File: src/design/bkp_pkg.sv
// package: register map, field layout and reset values of the backup domain control block
package bkp_pkg;
  localparam int unsigned ADDR_W = 8;
  localparam logic [7:0] OFF_CTRL = 8'h00;
  localparam logic [7:0] OFF_RESET = 8'h04;
  localparam logic [7:0] OFF_STATUS = 8'h08;
  localparam logic [7:0] OFF_STORE = 8'h40;
  localparam int unsigned STORE_WORDS = 8;
  localparam int unsigned SEL_POS = 0;
  localparam int unsigned MEAS_POS = 2;
  localparam int unsigned KEY_POS = 8;
  localparam int unsigned RST_POS = 31;
  localparam logic [7:0] CHARGE_KEY = 8'h3c;
  localparam logic [1:0] SEL_RST = 2'h0;
  localparam logic [7:0] KEY_RST = 8'h00;
  localparam logic [31:0] WORD_RST = 32'h0000_0000;

  typedef struct packed {
    logic [7:0] addr;
    logic [31:0] wdata;
    logic wr;
    logic rd;
  } bus_req_t;

  typedef struct packed {
    logic main_valid;
    logic backup_valid;
    logic bod_en;
    logic bod_flag;
    logic main_higher;
  } supply_in_t;

  typedef enum logic [1:0] {SRC_MAIN, SRC_BACKUP} src_t;
endpackage

File: src/design/backup_domain_supply_control.sv
// top of the backup domain supply control block: registers, charger key, domain reset
// Summary of operation
// - select field zero: main supply if brownout detector on and clear, else main if backup invalid, backup if main invalid, else higher supply
// - select field nonzero: always backup supply, for debug
// - charging enabled only when the unlock key 3c is written
// - writing the reset field resets the whole backup domain
// - measure enable routes backup supply scaled to 40 percent onto analog bus a
// - thirty-two retained bytes of general-purpose backup storage
// - all registers reachable by firmware over the register port
// - no supply ordering; with select field zero and the brownout detector off or flagged, losing either supply switches to the other
// - domain keeps running in every device power mode
// - alarm request from the clock block is forwarded toward the processor
// - only cold start or the firmware reset field resets the domain
//
// The placing of the registers and the plain strobed port were decided locally.
`timescale 1ns/1ns
module backup_domain_supply_control (
  input wire logic clk,
  input wire logic srst,
  input wire logic [7:0] addr,
  input wire logic [31:0] wdata,
  input wire logic wr,
  input wire logic rd,
  output logic [31:0] rdata,
  input wire logic main_valid,
  input wire logic backup_valid,
  input wire logic bod_en,
  input wire logic bod_flag,
  input wire logic main_higher,
  input wire logic alarm_req,
  output logic use_backup,
  output logic charge_en,
  output logic analog_bus_a_meas_en,
  output logic alarm_irq,
  output logic domain_rst
);
  bkp_pkg::bus_req_t req;
  bkp_pkg::supply_in_t sup;
  bkp_pkg::src_t src;
  logic [1:0] sel_q;
  logic [7:0] key_q;
  logic meas_q;
  logic dom_rst_q;
  logic rst;
  logic rd_q;
  logic store_rd_q;
  logic [31:0] reg_rdata_q;
  logic [31:0] store_rdata;
  logic store_hit;
  logic store_we;

  // srst stands for cold start only; device-level resets never reach this port
  // no power-mode input reaches this block, so it behaves alike in every device mode
  assign rst = srst || dom_rst_q;

  assign req = '{addr: addr, wdata: wdata, wr: wr, rd: rd};
  assign sup = '{main_valid: main_valid, backup_valid: backup_valid, bod_en: bod_en,
                 bod_flag: bod_flag, main_higher: main_higher};

  function automatic logic in_store(input logic [7:0] a);
    in_store = a[7:5] == bkp_pkg::OFF_STORE[7:5] && a[1:0] == 2'h0;
  endfunction

  assign store_hit = in_store(req.addr);
  assign store_we = req.wr && store_hit;

  // domain control register
  always_ff @(posedge clk)
  begin
    if (rst)
    begin
      sel_q <= bkp_pkg::SEL_RST;
      key_q <= bkp_pkg::KEY_RST;
      meas_q <= 1'b0;
    end
    else if (req.wr && req.addr == bkp_pkg::OFF_CTRL)
    begin
      sel_q <= req.wdata[bkp_pkg::SEL_POS +: 2];
      key_q <= req.wdata[bkp_pkg::KEY_POS +: 8];
      meas_q <= req.wdata[bkp_pkg::MEAS_POS];
    end
  end

  // domain reset pulse: one cycle, then everything in the domain is back at reset
  always_ff @(posedge clk)
  begin
    if (srst || dom_rst_q)
      dom_rst_q <= 1'b0;
    else
      dom_rst_q <= req.wr && req.addr == bkp_pkg::OFF_RESET && req.wdata[bkp_pkg::RST_POS];
  end

  bkp_switch u_switch (
    .clk(clk),
    .rst(rst),
    .sel(sel_q),
    .sup(sup),
    .src(src)
  );

  bkp_store u_store (
    .clk(clk),
    .clr(rst),
    .we(store_we),
    .waddr(req.addr[4:2]),
    .wdata(req.wdata),
    .raddr(req.addr[4:2]),
    .rdata(store_rdata)
  );

  // outputs, each straight from a flop
  always_ff @(posedge clk)
  begin
    if (rst)
    begin
      use_backup <= 1'b0;
      charge_en <= 1'b0;
      analog_bus_a_meas_en <= 1'b0;
      alarm_irq <= 1'b0;
    end
    else
    begin
      use_backup <= src == bkp_pkg::SRC_BACKUP;
      // a battery on the backup pin is the firmware's concern; hardware cannot tell
      charge_en <= key_q == bkp_pkg::CHARGE_KEY;
      analog_bus_a_meas_en <= meas_q;
      alarm_irq <= alarm_req;
    end
  end

  always_ff @(posedge clk)
  begin
    if (srst)
      domain_rst <= 1'b0;
    else
      domain_rst <= dom_rst_q;
  end

  // read path: data in the cycle after the strobe only
  always_ff @(posedge clk)
  begin
    if (rst)
    begin
      rd_q <= 1'b0;
      store_rd_q <= 1'b0;
      reg_rdata_q <= 32'h0000_0000;
    end
    else
    begin
      rd_q <= req.rd;
      store_rd_q <= req.rd && store_hit;
      reg_rdata_q <= 32'h0000_0000;
      if (req.rd)
      begin
        unique case (req.addr)
          bkp_pkg::OFF_CTRL:
            reg_rdata_q <= {16'h0000, key_q, 5'h00, meas_q, sel_q};
          bkp_pkg::OFF_STATUS:
            reg_rdata_q <= {29'h0000_0000, charge_en, analog_bus_a_meas_en, use_backup};
          default:
            reg_rdata_q <= 32'h0000_0000;
        endcase
      end
    end
  end

  always_comb
  begin
    if (!rd_q)
      rdata = 32'h0000_0000;
    else if (store_rd_q)
      rdata = store_rdata;
    else
      rdata = reg_rdata_q;
  end

  // assertions
  property p_key_charge;
    @(posedge clk) disable iff (srst)
    (wr && addr == bkp_pkg::OFF_CTRL && !dom_rst_q) |=> ##1 (charge_en == (wdata[15:8] == 8'h3c));
  endproperty
  a_key_charge: assert property (p_key_charge) else $error("charge enable not tied to key");

  property p_bad_key;
    @(posedge clk) disable iff (srst)
    (wr && addr == bkp_pkg::OFF_CTRL && wdata[15:8] != 8'h3c) |=> ##1 !charge_en;
  endproperty
  a_bad_key: assert property (p_bad_key) else $error("charging enabled by wrong key");

  property p_debug_sel;
    @(posedge clk) disable iff (srst || dom_rst_q)
    (sel_q != 2'h0) [*3] |-> use_backup;
  endproperty
  a_debug_sel: assert property (p_debug_sel) else $error("debug select did not force backup");

  property p_main_sel;
    @(posedge clk) disable iff (srst || dom_rst_q)
    (sel_q == 2'h0 && bod_en && !bod_flag) ##1 (sel_q == 2'h0) |=> !use_backup;
  endproperty
  a_main_sel: assert property (p_main_sel) else $error("main supply not chosen");

  property p_dom_reset;
    @(posedge clk) disable iff (srst)
    (wr && addr == bkp_pkg::OFF_RESET && wdata[31] && !dom_rst_q) |=> ##1 (sel_q == 2'h0 && key_q == 8'h00 && !meas_q);
  endproperty
  a_dom_reset: assert property (p_dom_reset) else $error("domain reset left state");

  property p_meas;
    @(posedge clk) disable iff (srst || dom_rst_q)
    $changed(meas_q) |=> (analog_bus_a_meas_en == $past(meas_q));
  endproperty
  a_meas: assert property (p_meas) else $error("measure enable not forwarded");

  property p_store;
    @(posedge clk) disable iff (srst || dom_rst_q)
    (wr && in_store(addr)) ##1 (rd && in_store(addr) && addr == $past(addr) && !wr) |=> (rdata == $past(wdata, 2));
  endproperty
  a_store: assert property (p_store) else $error("backup storage lost data");

  property p_no_ctrl_reset;
    @(posedge clk) disable iff (srst)
    (!dom_rst_q && !(wr && addr == bkp_pkg::OFF_CTRL)) |=> $stable(key_q);
  endproperty
  a_no_ctrl_reset: assert property (p_no_ctrl_reset) else $error("control changed without cause");

  property p_alarm;
    @(posedge clk) disable iff (srst || dom_rst_q)
    alarm_req |=> alarm_irq;
  endproperty
  a_alarm: assert property (p_alarm) else $error("alarm not forwarded");

  property p_rd_idle;
    @(posedge clk) disable iff (srst)
    !rd |=> rdata == 32'h0000_0000;
  endproperty
  a_rd_idle: assert property (p_rd_idle) else $error("read data not zero outside a read");

  property p_rd_reset;
    @(posedge clk) disable iff (srst)
    (rd && addr == bkp_pkg::OFF_RESET) |=> rdata == 32'h0000_0000;
  endproperty
  a_rd_reset: assert property (p_rd_reset) else $error("reset register read not zero");

  property p_rd_unmapped;
    @(posedge clk) disable iff (srst)
    (rd && !in_store(addr) && addr != bkp_pkg::OFF_CTRL && addr != bkp_pkg::OFF_STATUS) |=> rdata == 32'h0000_0000;
  endproperty
  a_rd_unmapped: assert property (p_rd_unmapped) else $error("unmapped read not zero");

  property p_rd_ctrl;
    @(posedge clk) disable iff (srst)
    (rd && addr == bkp_pkg::OFF_CTRL && !dom_rst_q) |=> rdata == {16'h0000, $past(key_q), 5'h00, $past(meas_q), $past(sel_q)};
  endproperty
  a_rd_ctrl: assert property (p_rd_ctrl) else $error("control read wrong");

  property p_rd_status;
    @(posedge clk) disable iff (srst)
    (rd && addr == bkp_pkg::OFF_STATUS && !dom_rst_q)
      |=> rdata == {29'h0000_0000, $past(charge_en), $past(analog_bus_a_meas_en), $past(use_backup)};
  endproperty
  a_rd_status: assert property (p_rd_status) else $error("status read wrong");

  property p_store_cleared;
    @(posedge clk) disable iff (srst)
    dom_rst_q ##1 (rd && in_store(addr)) |=> rdata == 32'h0000_0000;
  endproperty
  a_store_cleared: assert property (p_store_cleared) else $error("storage survived domain reset");

  property p_ctrl_write;
    @(posedge clk) disable iff (srst)
    (wr && addr == bkp_pkg::OFF_CTRL && !dom_rst_q)
      |=> (sel_q == $past(wdata[1:0]) && meas_q == $past(wdata[2]) && key_q == $past(wdata[15:8]));
  endproperty
  a_ctrl_write: assert property (p_ctrl_write) else $error("control write not taken");

  property p_charge_src;
    @(posedge clk) disable iff (srst)
    charge_en |-> $past(key_q) == bkp_pkg::CHARGE_KEY;
  endproperty
  a_charge_src: assert property (p_charge_src) else $error("charging without key");

  property p_meas_src;
    @(posedge clk) disable iff (srst)
    analog_bus_a_meas_en |-> $past(meas_q);
  endproperty
  a_meas_src: assert property (p_meas_src) else $error("measure enable without bit");

  property p_alarm_low;
    @(posedge clk) disable iff (srst || dom_rst_q)
    !alarm_req |=> !alarm_irq;
  endproperty
  a_alarm_low: assert property (p_alarm_low) else $error("alarm raised without request");

  property p_no_backup;
    @(posedge clk) disable iff (srst || dom_rst_q)
    (sel_q == 2'h0 && !backup_valid) |=> ##1 !use_backup;
  endproperty
  a_no_backup: assert property (p_no_backup) else $error("switched to missing backup supply");

  property p_no_main;
    @(posedge clk) disable iff (srst || dom_rst_q)
    (sel_q == 2'h0 && backup_valid && !main_valid && !(bod_en && !bod_flag)) |=> ##1 use_backup;
  endproperty
  a_no_main: assert property (p_no_main) else $error("stayed on missing main supply");

  property p_higher;
    @(posedge clk) disable iff (srst || dom_rst_q)
    (sel_q == 2'h0 && backup_valid && main_valid && !(bod_en && !bod_flag))
      |=> ##1 (use_backup == !$past(main_higher, 2));
  endproperty
  a_higher: assert property (p_higher) else $error("higher supply not chosen");

  property p_debug_now;
    @(posedge clk) disable iff (srst || dom_rst_q)
    (sel_q != 2'h0) |=> ##1 use_backup;
  endproperty
  a_debug_now: assert property (p_debug_now) else $error("debug select ignored");

  property p_dom_pulse;
    @(posedge clk) disable iff (srst)
    dom_rst_q |=> !dom_rst_q;
  endproperty
  a_dom_pulse: assert property (p_dom_pulse) else $error("domain reset longer than one cycle");

  property p_dom_out;
    @(posedge clk) disable iff (srst)
    (wr && addr == bkp_pkg::OFF_RESET && wdata[31] && !dom_rst_q) |=> ##1 domain_rst ##1 !domain_rst;
  endproperty
  a_dom_out: assert property (p_dom_out) else $error("domain reset pulse wrong");

  property p_dom_clears;
    @(posedge clk) disable iff (srst)
    dom_rst_q |=> (!use_backup && !charge_en && !analog_bus_a_meas_en && !alarm_irq);
  endproperty
  a_dom_clears: assert property (p_dom_clears) else $error("outputs kept over domain reset");

  property p_cold_start;
    @(posedge clk)
    srst |=> (!use_backup && !charge_en && !analog_bus_a_meas_en && !alarm_irq && !domain_rst
              && sel_q == 2'h0 && key_q == 8'h00 && rdata == 32'h0000_0000);
  endproperty
  a_cold_start: assert property (p_cold_start) else $error("cold start left state");
endmodule

File: src/design/bkp_store.sv
// retained 8x32 backup storage with registered read data
`timescale 1ns/1ns
module bkp_store (
  input wire logic clk,
  input wire logic clr,
  input wire logic we,
  input wire logic [2:0] waddr,
  input wire logic [31:0] wdata,
  input wire logic [2:0] raddr,
  output logic [31:0] rdata
);
  logic [31:0] mem_q [bkp_pkg::STORE_WORDS];

  // the domain reset clears the retained bytes too
  always_ff @(posedge clk)
  begin
    for (int i = 0; i < bkp_pkg::STORE_WORDS; i++)
    begin
      if (clr)
        mem_q[i] <= bkp_pkg::WORD_RST;
      else if (we && waddr == i[2:0])
        mem_q[i] <= wdata;
    end
  end

  always_ff @(posedge clk)
  begin
    rdata <= mem_q[raddr];
  end
endmodule

File: src/design/bkp_switch.sv
// supply selector decision for the domain power switch
`timescale 1ns/1ns
module bkp_switch (
  input wire logic clk,
  input wire logic rst,
  input wire logic [1:0] sel,
  input wire bkp_pkg::supply_in_t sup,
  output bkp_pkg::src_t src
);
  bkp_pkg::src_t src_d;

  always_comb
  begin
    if (sel != bkp_pkg::SEL_RST)
      src_d = bkp_pkg::SRC_BACKUP;
    else if (sup.bod_en && !sup.bod_flag)
      src_d = bkp_pkg::SRC_MAIN;
    else if (!sup.backup_valid)
      src_d = bkp_pkg::SRC_MAIN;
    else if (!sup.main_valid)
      src_d = bkp_pkg::SRC_BACKUP;
    else
      src_d = sup.main_higher ? bkp_pkg::SRC_MAIN : bkp_pkg::SRC_BACKUP;
  end

  always_ff @(posedge clk)
  begin
    if (rst)
      src <= bkp_pkg::SRC_MAIN;
    else
      src <= src_d;
  end
endmodule

File: config.mk
export PLATFORM = sky130hd
export DESIGN_NAME = backup_domain_supply_control
export DESIGN_NICKNAME = d
export VERILOG_FILES = /design/src/design/bkp_pkg.sv /design/src/design/backup_domain_supply_control.sv /design/src/design/bkp_store.sv /design/src/design/bkp_switch.sv
export SDC_FILE = /design/constraint.sdc
export NUM_CORES = 1
export LEC_CHECK = 0
export BUFFER_PORTS_ARGS = -buffer_cell sky130_fd_sc_hd__buf_2
export CAP_MARGIN = 10
export CORE_ASPECT_RATIO = 1.5
export CORE_MARGIN = 2
export CORE_UTILIZATION = 30
export CTS_CLUSTER_SIZE = 16
export DETAILED_ROUTE_END_ITERATION = 10
export HOLD_SLACK_MARGIN = 0.02
export SETUP_SLACK_MARGIN = 0.4
export SLEW_MARGIN = 25
export SYNTH_ARGS = -nofsm -noshare
export SYNTH_HDL_FRONTEND = slang
export SYNTH_SLANG_ARGS = --single-unit
File: constraint.sdc
create_clock -name clk -period 5.61 [get_ports clk]
set_clock_uncertainty 0.05 [all_clocks]
set_input_delay 0.561 -clock clk [delete_from_list [all_inputs] [get_ports clk]]
set_output_delay 0.561 -clock clk [all_outputs]
set_load 0.05 [all_outputs]
==> impl_metrics.tcl <==
set metrics [dict create \
    synthArstFlopShare 0 \
    ctsRootBufferMaster "clkbuf_16" \
    synth_cell_types 31 \
    dr_total_vias 8238 \
    synth_edf_count 256 \
    yosysTopAreaCellShare 0.570 \
    initial_core_util 0.302 \
    crit_path_max_fanout 49 \
    placed_cells 1551 \
    synth_flop_cell "edfxtp_1" \
    setup_viol 0 \
    track_usage 0.151 \
    hold_end "alarm_irq" \
    p_per_area_nw_per_um2 327 \
    drcViolationCount 0 \
    grt_overflow_total 0 \
    clock_latency_ps 560 \
    ys_top_cells_by_area "edfxtp_1 (57%), mux4_2 (11%), dfxtp_1 (9.4%)" \
    first_global_vias 8478 \
    via_per_inst 5.14 \
    clock_sinks 319 \
    r2r_end "u_store.mem_q[5][14]" \
    synth_top_area_cell "edfxtp_1" \
    slew_headroom 0.338 \
    yosysWarnings 0 \
    dp_hpwl_mm 20.5 \
    fin_crit_sh 0.583 \
    placementRows 95 \
    tns_ps 0 \
    rsz0062_at_grt "no" \
    pin_count 87 \
    peakVddDrop_mv 0.179 \
    ant_nets 0 \
    drt-total-wl_mm 35.2 \
    crit_required_ps 5800 \
    worst_setup_path_start_kind "primary input" \
    slew_viol_final 0 \
    fmax_mhz 306 \
    reg2reg_from "dom_rst_q" \
    status "finished clean" \
    synth_top_cells_by_count "edfxtp_1 (256), nor3_1 (209), mux4_2 (64)" \
    synth_seq_cells 319 \
    cts_max_level 1 \
    p_leak_nw 5.05 \
    dieArea_sq_um 46700 \
    final_area_sq_um 15500 \
    postSynthCellCount 952 \
    hold_class "in2reg" \
    final_cells 1604 \
    clk_pin_slew_ps 70 \
    fin_crit_ps 3270 \
    die_h_um 264 \
    critical_path_class "in2reg" \
    hold_path_depth 2 \
    ctsHoldBuffers 0 \
    syn_nets 1002 \
    drtPass1Iterations 4 \
    cts-buffers-inserted 28 \
    clk_path_buf_depth 3 \
    hp-start "alarm_req" \
    routabilityCongestion 0.726 \
    area_delta_synth_final_pct 15.0 \
    cp.arrival_ps 3460 \
    cts_resized 0 \
    syn_area_per_cell_sq_um 14.2 \
    cap_violations 0 \
    antenna_found_initial 6 \
    numPortBuffers 86 \
    drt_iter0_drc 718 \
    rr_worst_depth 4 \
    cts_tree "done" \
    synth_area_sq_um 13500 \
    synth-seq-area-share 0.664 \
    die_w_um 177 \
    hold_viol_final 0 \
    cts_setup_buffers 0 \
    layout.nets 1049 \
    r2r_slack_ps 3430 \
    grt_pass1_wl_mm 52.8 \
    synth_most_common_cell "edfxtp_1" \
    dpl_cell_area_sq_um 14500 \
    wl_per_cell_um 21.9 \
    cp-end-kind "flop" \
    core_sq_um 44600 \
    hold_ws_ps 158 \
    tightest_slew_ps 993 \
    grt_max_degree 84 \
    drive_gt1_frac 0.256 \
    final_core_util 0.348 \
]
==> stage by stage <==
stage / power, mW / setup WS (ps)
global placement: 3.11 / 1780
floorplan: 2.98 / 1070
CTS: 5.12 / 2360
finish: 5.08 / 2340
global route: 5.24 / 2210
detailed placement: 3.12 / 1770
==> cell usage in the layout, fill, tap and decap left out, types with 2 or more instances in the layout <==
cell type,instances
clkinv_2,2
a21boi_0,11
clkinv_1,18
edfxtp_1,256
nand2_1,24
or4_1,4
bufinv_16,4
nor3_1,209
mux2i_1,14
nand2b_2,2
nor4_4,2
nand4_1,16
clkbuf_1,4
o21ai_4,7
and2_1,12
mux4_2,64
mux2_2,32
o31ai_1,11
and4_1,2
clkbuf_8,3
dfxtp_1,62
and3_1,22
inv_1,24
buf_2,85
nor2_1,55
nor2b_1,12
clkbuf_16,29
buf_4,22
==> layer usage <==
metal  share of wire  wire [um]  global-route usage
met5          0.0016         55                   0
met4           0.028        969              0.0536
met3           0.063       2220              0.0276
met2            0.51      18000               0.259
met1            0.40      13900               0.189
==> flip-flops by register name, indices dropped and copies added, names as in the netlist, 2 cells and up <==
register,count
reg_rdata_q,11
u_store.mem_q,256
sel_q,2
u_store.rdata,32
key_q,8
==> power breakdown <==
group	switching [mW]	leakage [nW]	internal, mW
registers	0.0371	2.95	2.67
clock network	0.848	0.461	1.16
logic	0.219	1.63	0.134
total	1.10	5.05	3.97
==> worst max-delay path: stages <==
cell and delay, ps:
buf_2 90, buf_4 660, nand2b_2 100, or4_1 890, o21ai_4 730, buf_4 400
==> kinds of logic after synthesis <==
kind of cell           count (synthesis)  share of synthesized area
muxes                                110                      0.144
DFF                                  319                      0.664
AOI/OAI and AO/OA                     31                     0.0161
buffers and inverters                124                     0.0371
and+or+nand+nor                      368                      0.139
==> final cells by class <==
class	count	area, sq um
fillers	4284	29100
multi-input cells	509	4150
inverters	34	128
flip-flops and latches	319	8950
diodes	1	2.50
well taps	582	728
repair buffers	107	591
clock buffers	36	782
clock inverters	16	173
==> worst max path at each step <==
stage               startpoint              endpoint  slack [ps]  cells after the start
floorplan              addr[1]   u_store.mem_q[2][0]        1070                      4
global placement       addr[3]  u_store.mem_q[2][23]        1780                      6
detailed placement     addr[3]  u_store.mem_q[2][23]        1770                      6
CTS                    addr[3]   u_store.mem_q[2][9]        2360                      6
global route           addr[3]   u_store.mem_q[2][9]        2210                      6
finish                 addr[3]   u_store.mem_q[2][9]        2340                      6
Note: power is estimated with default switching activity, not from simulation.
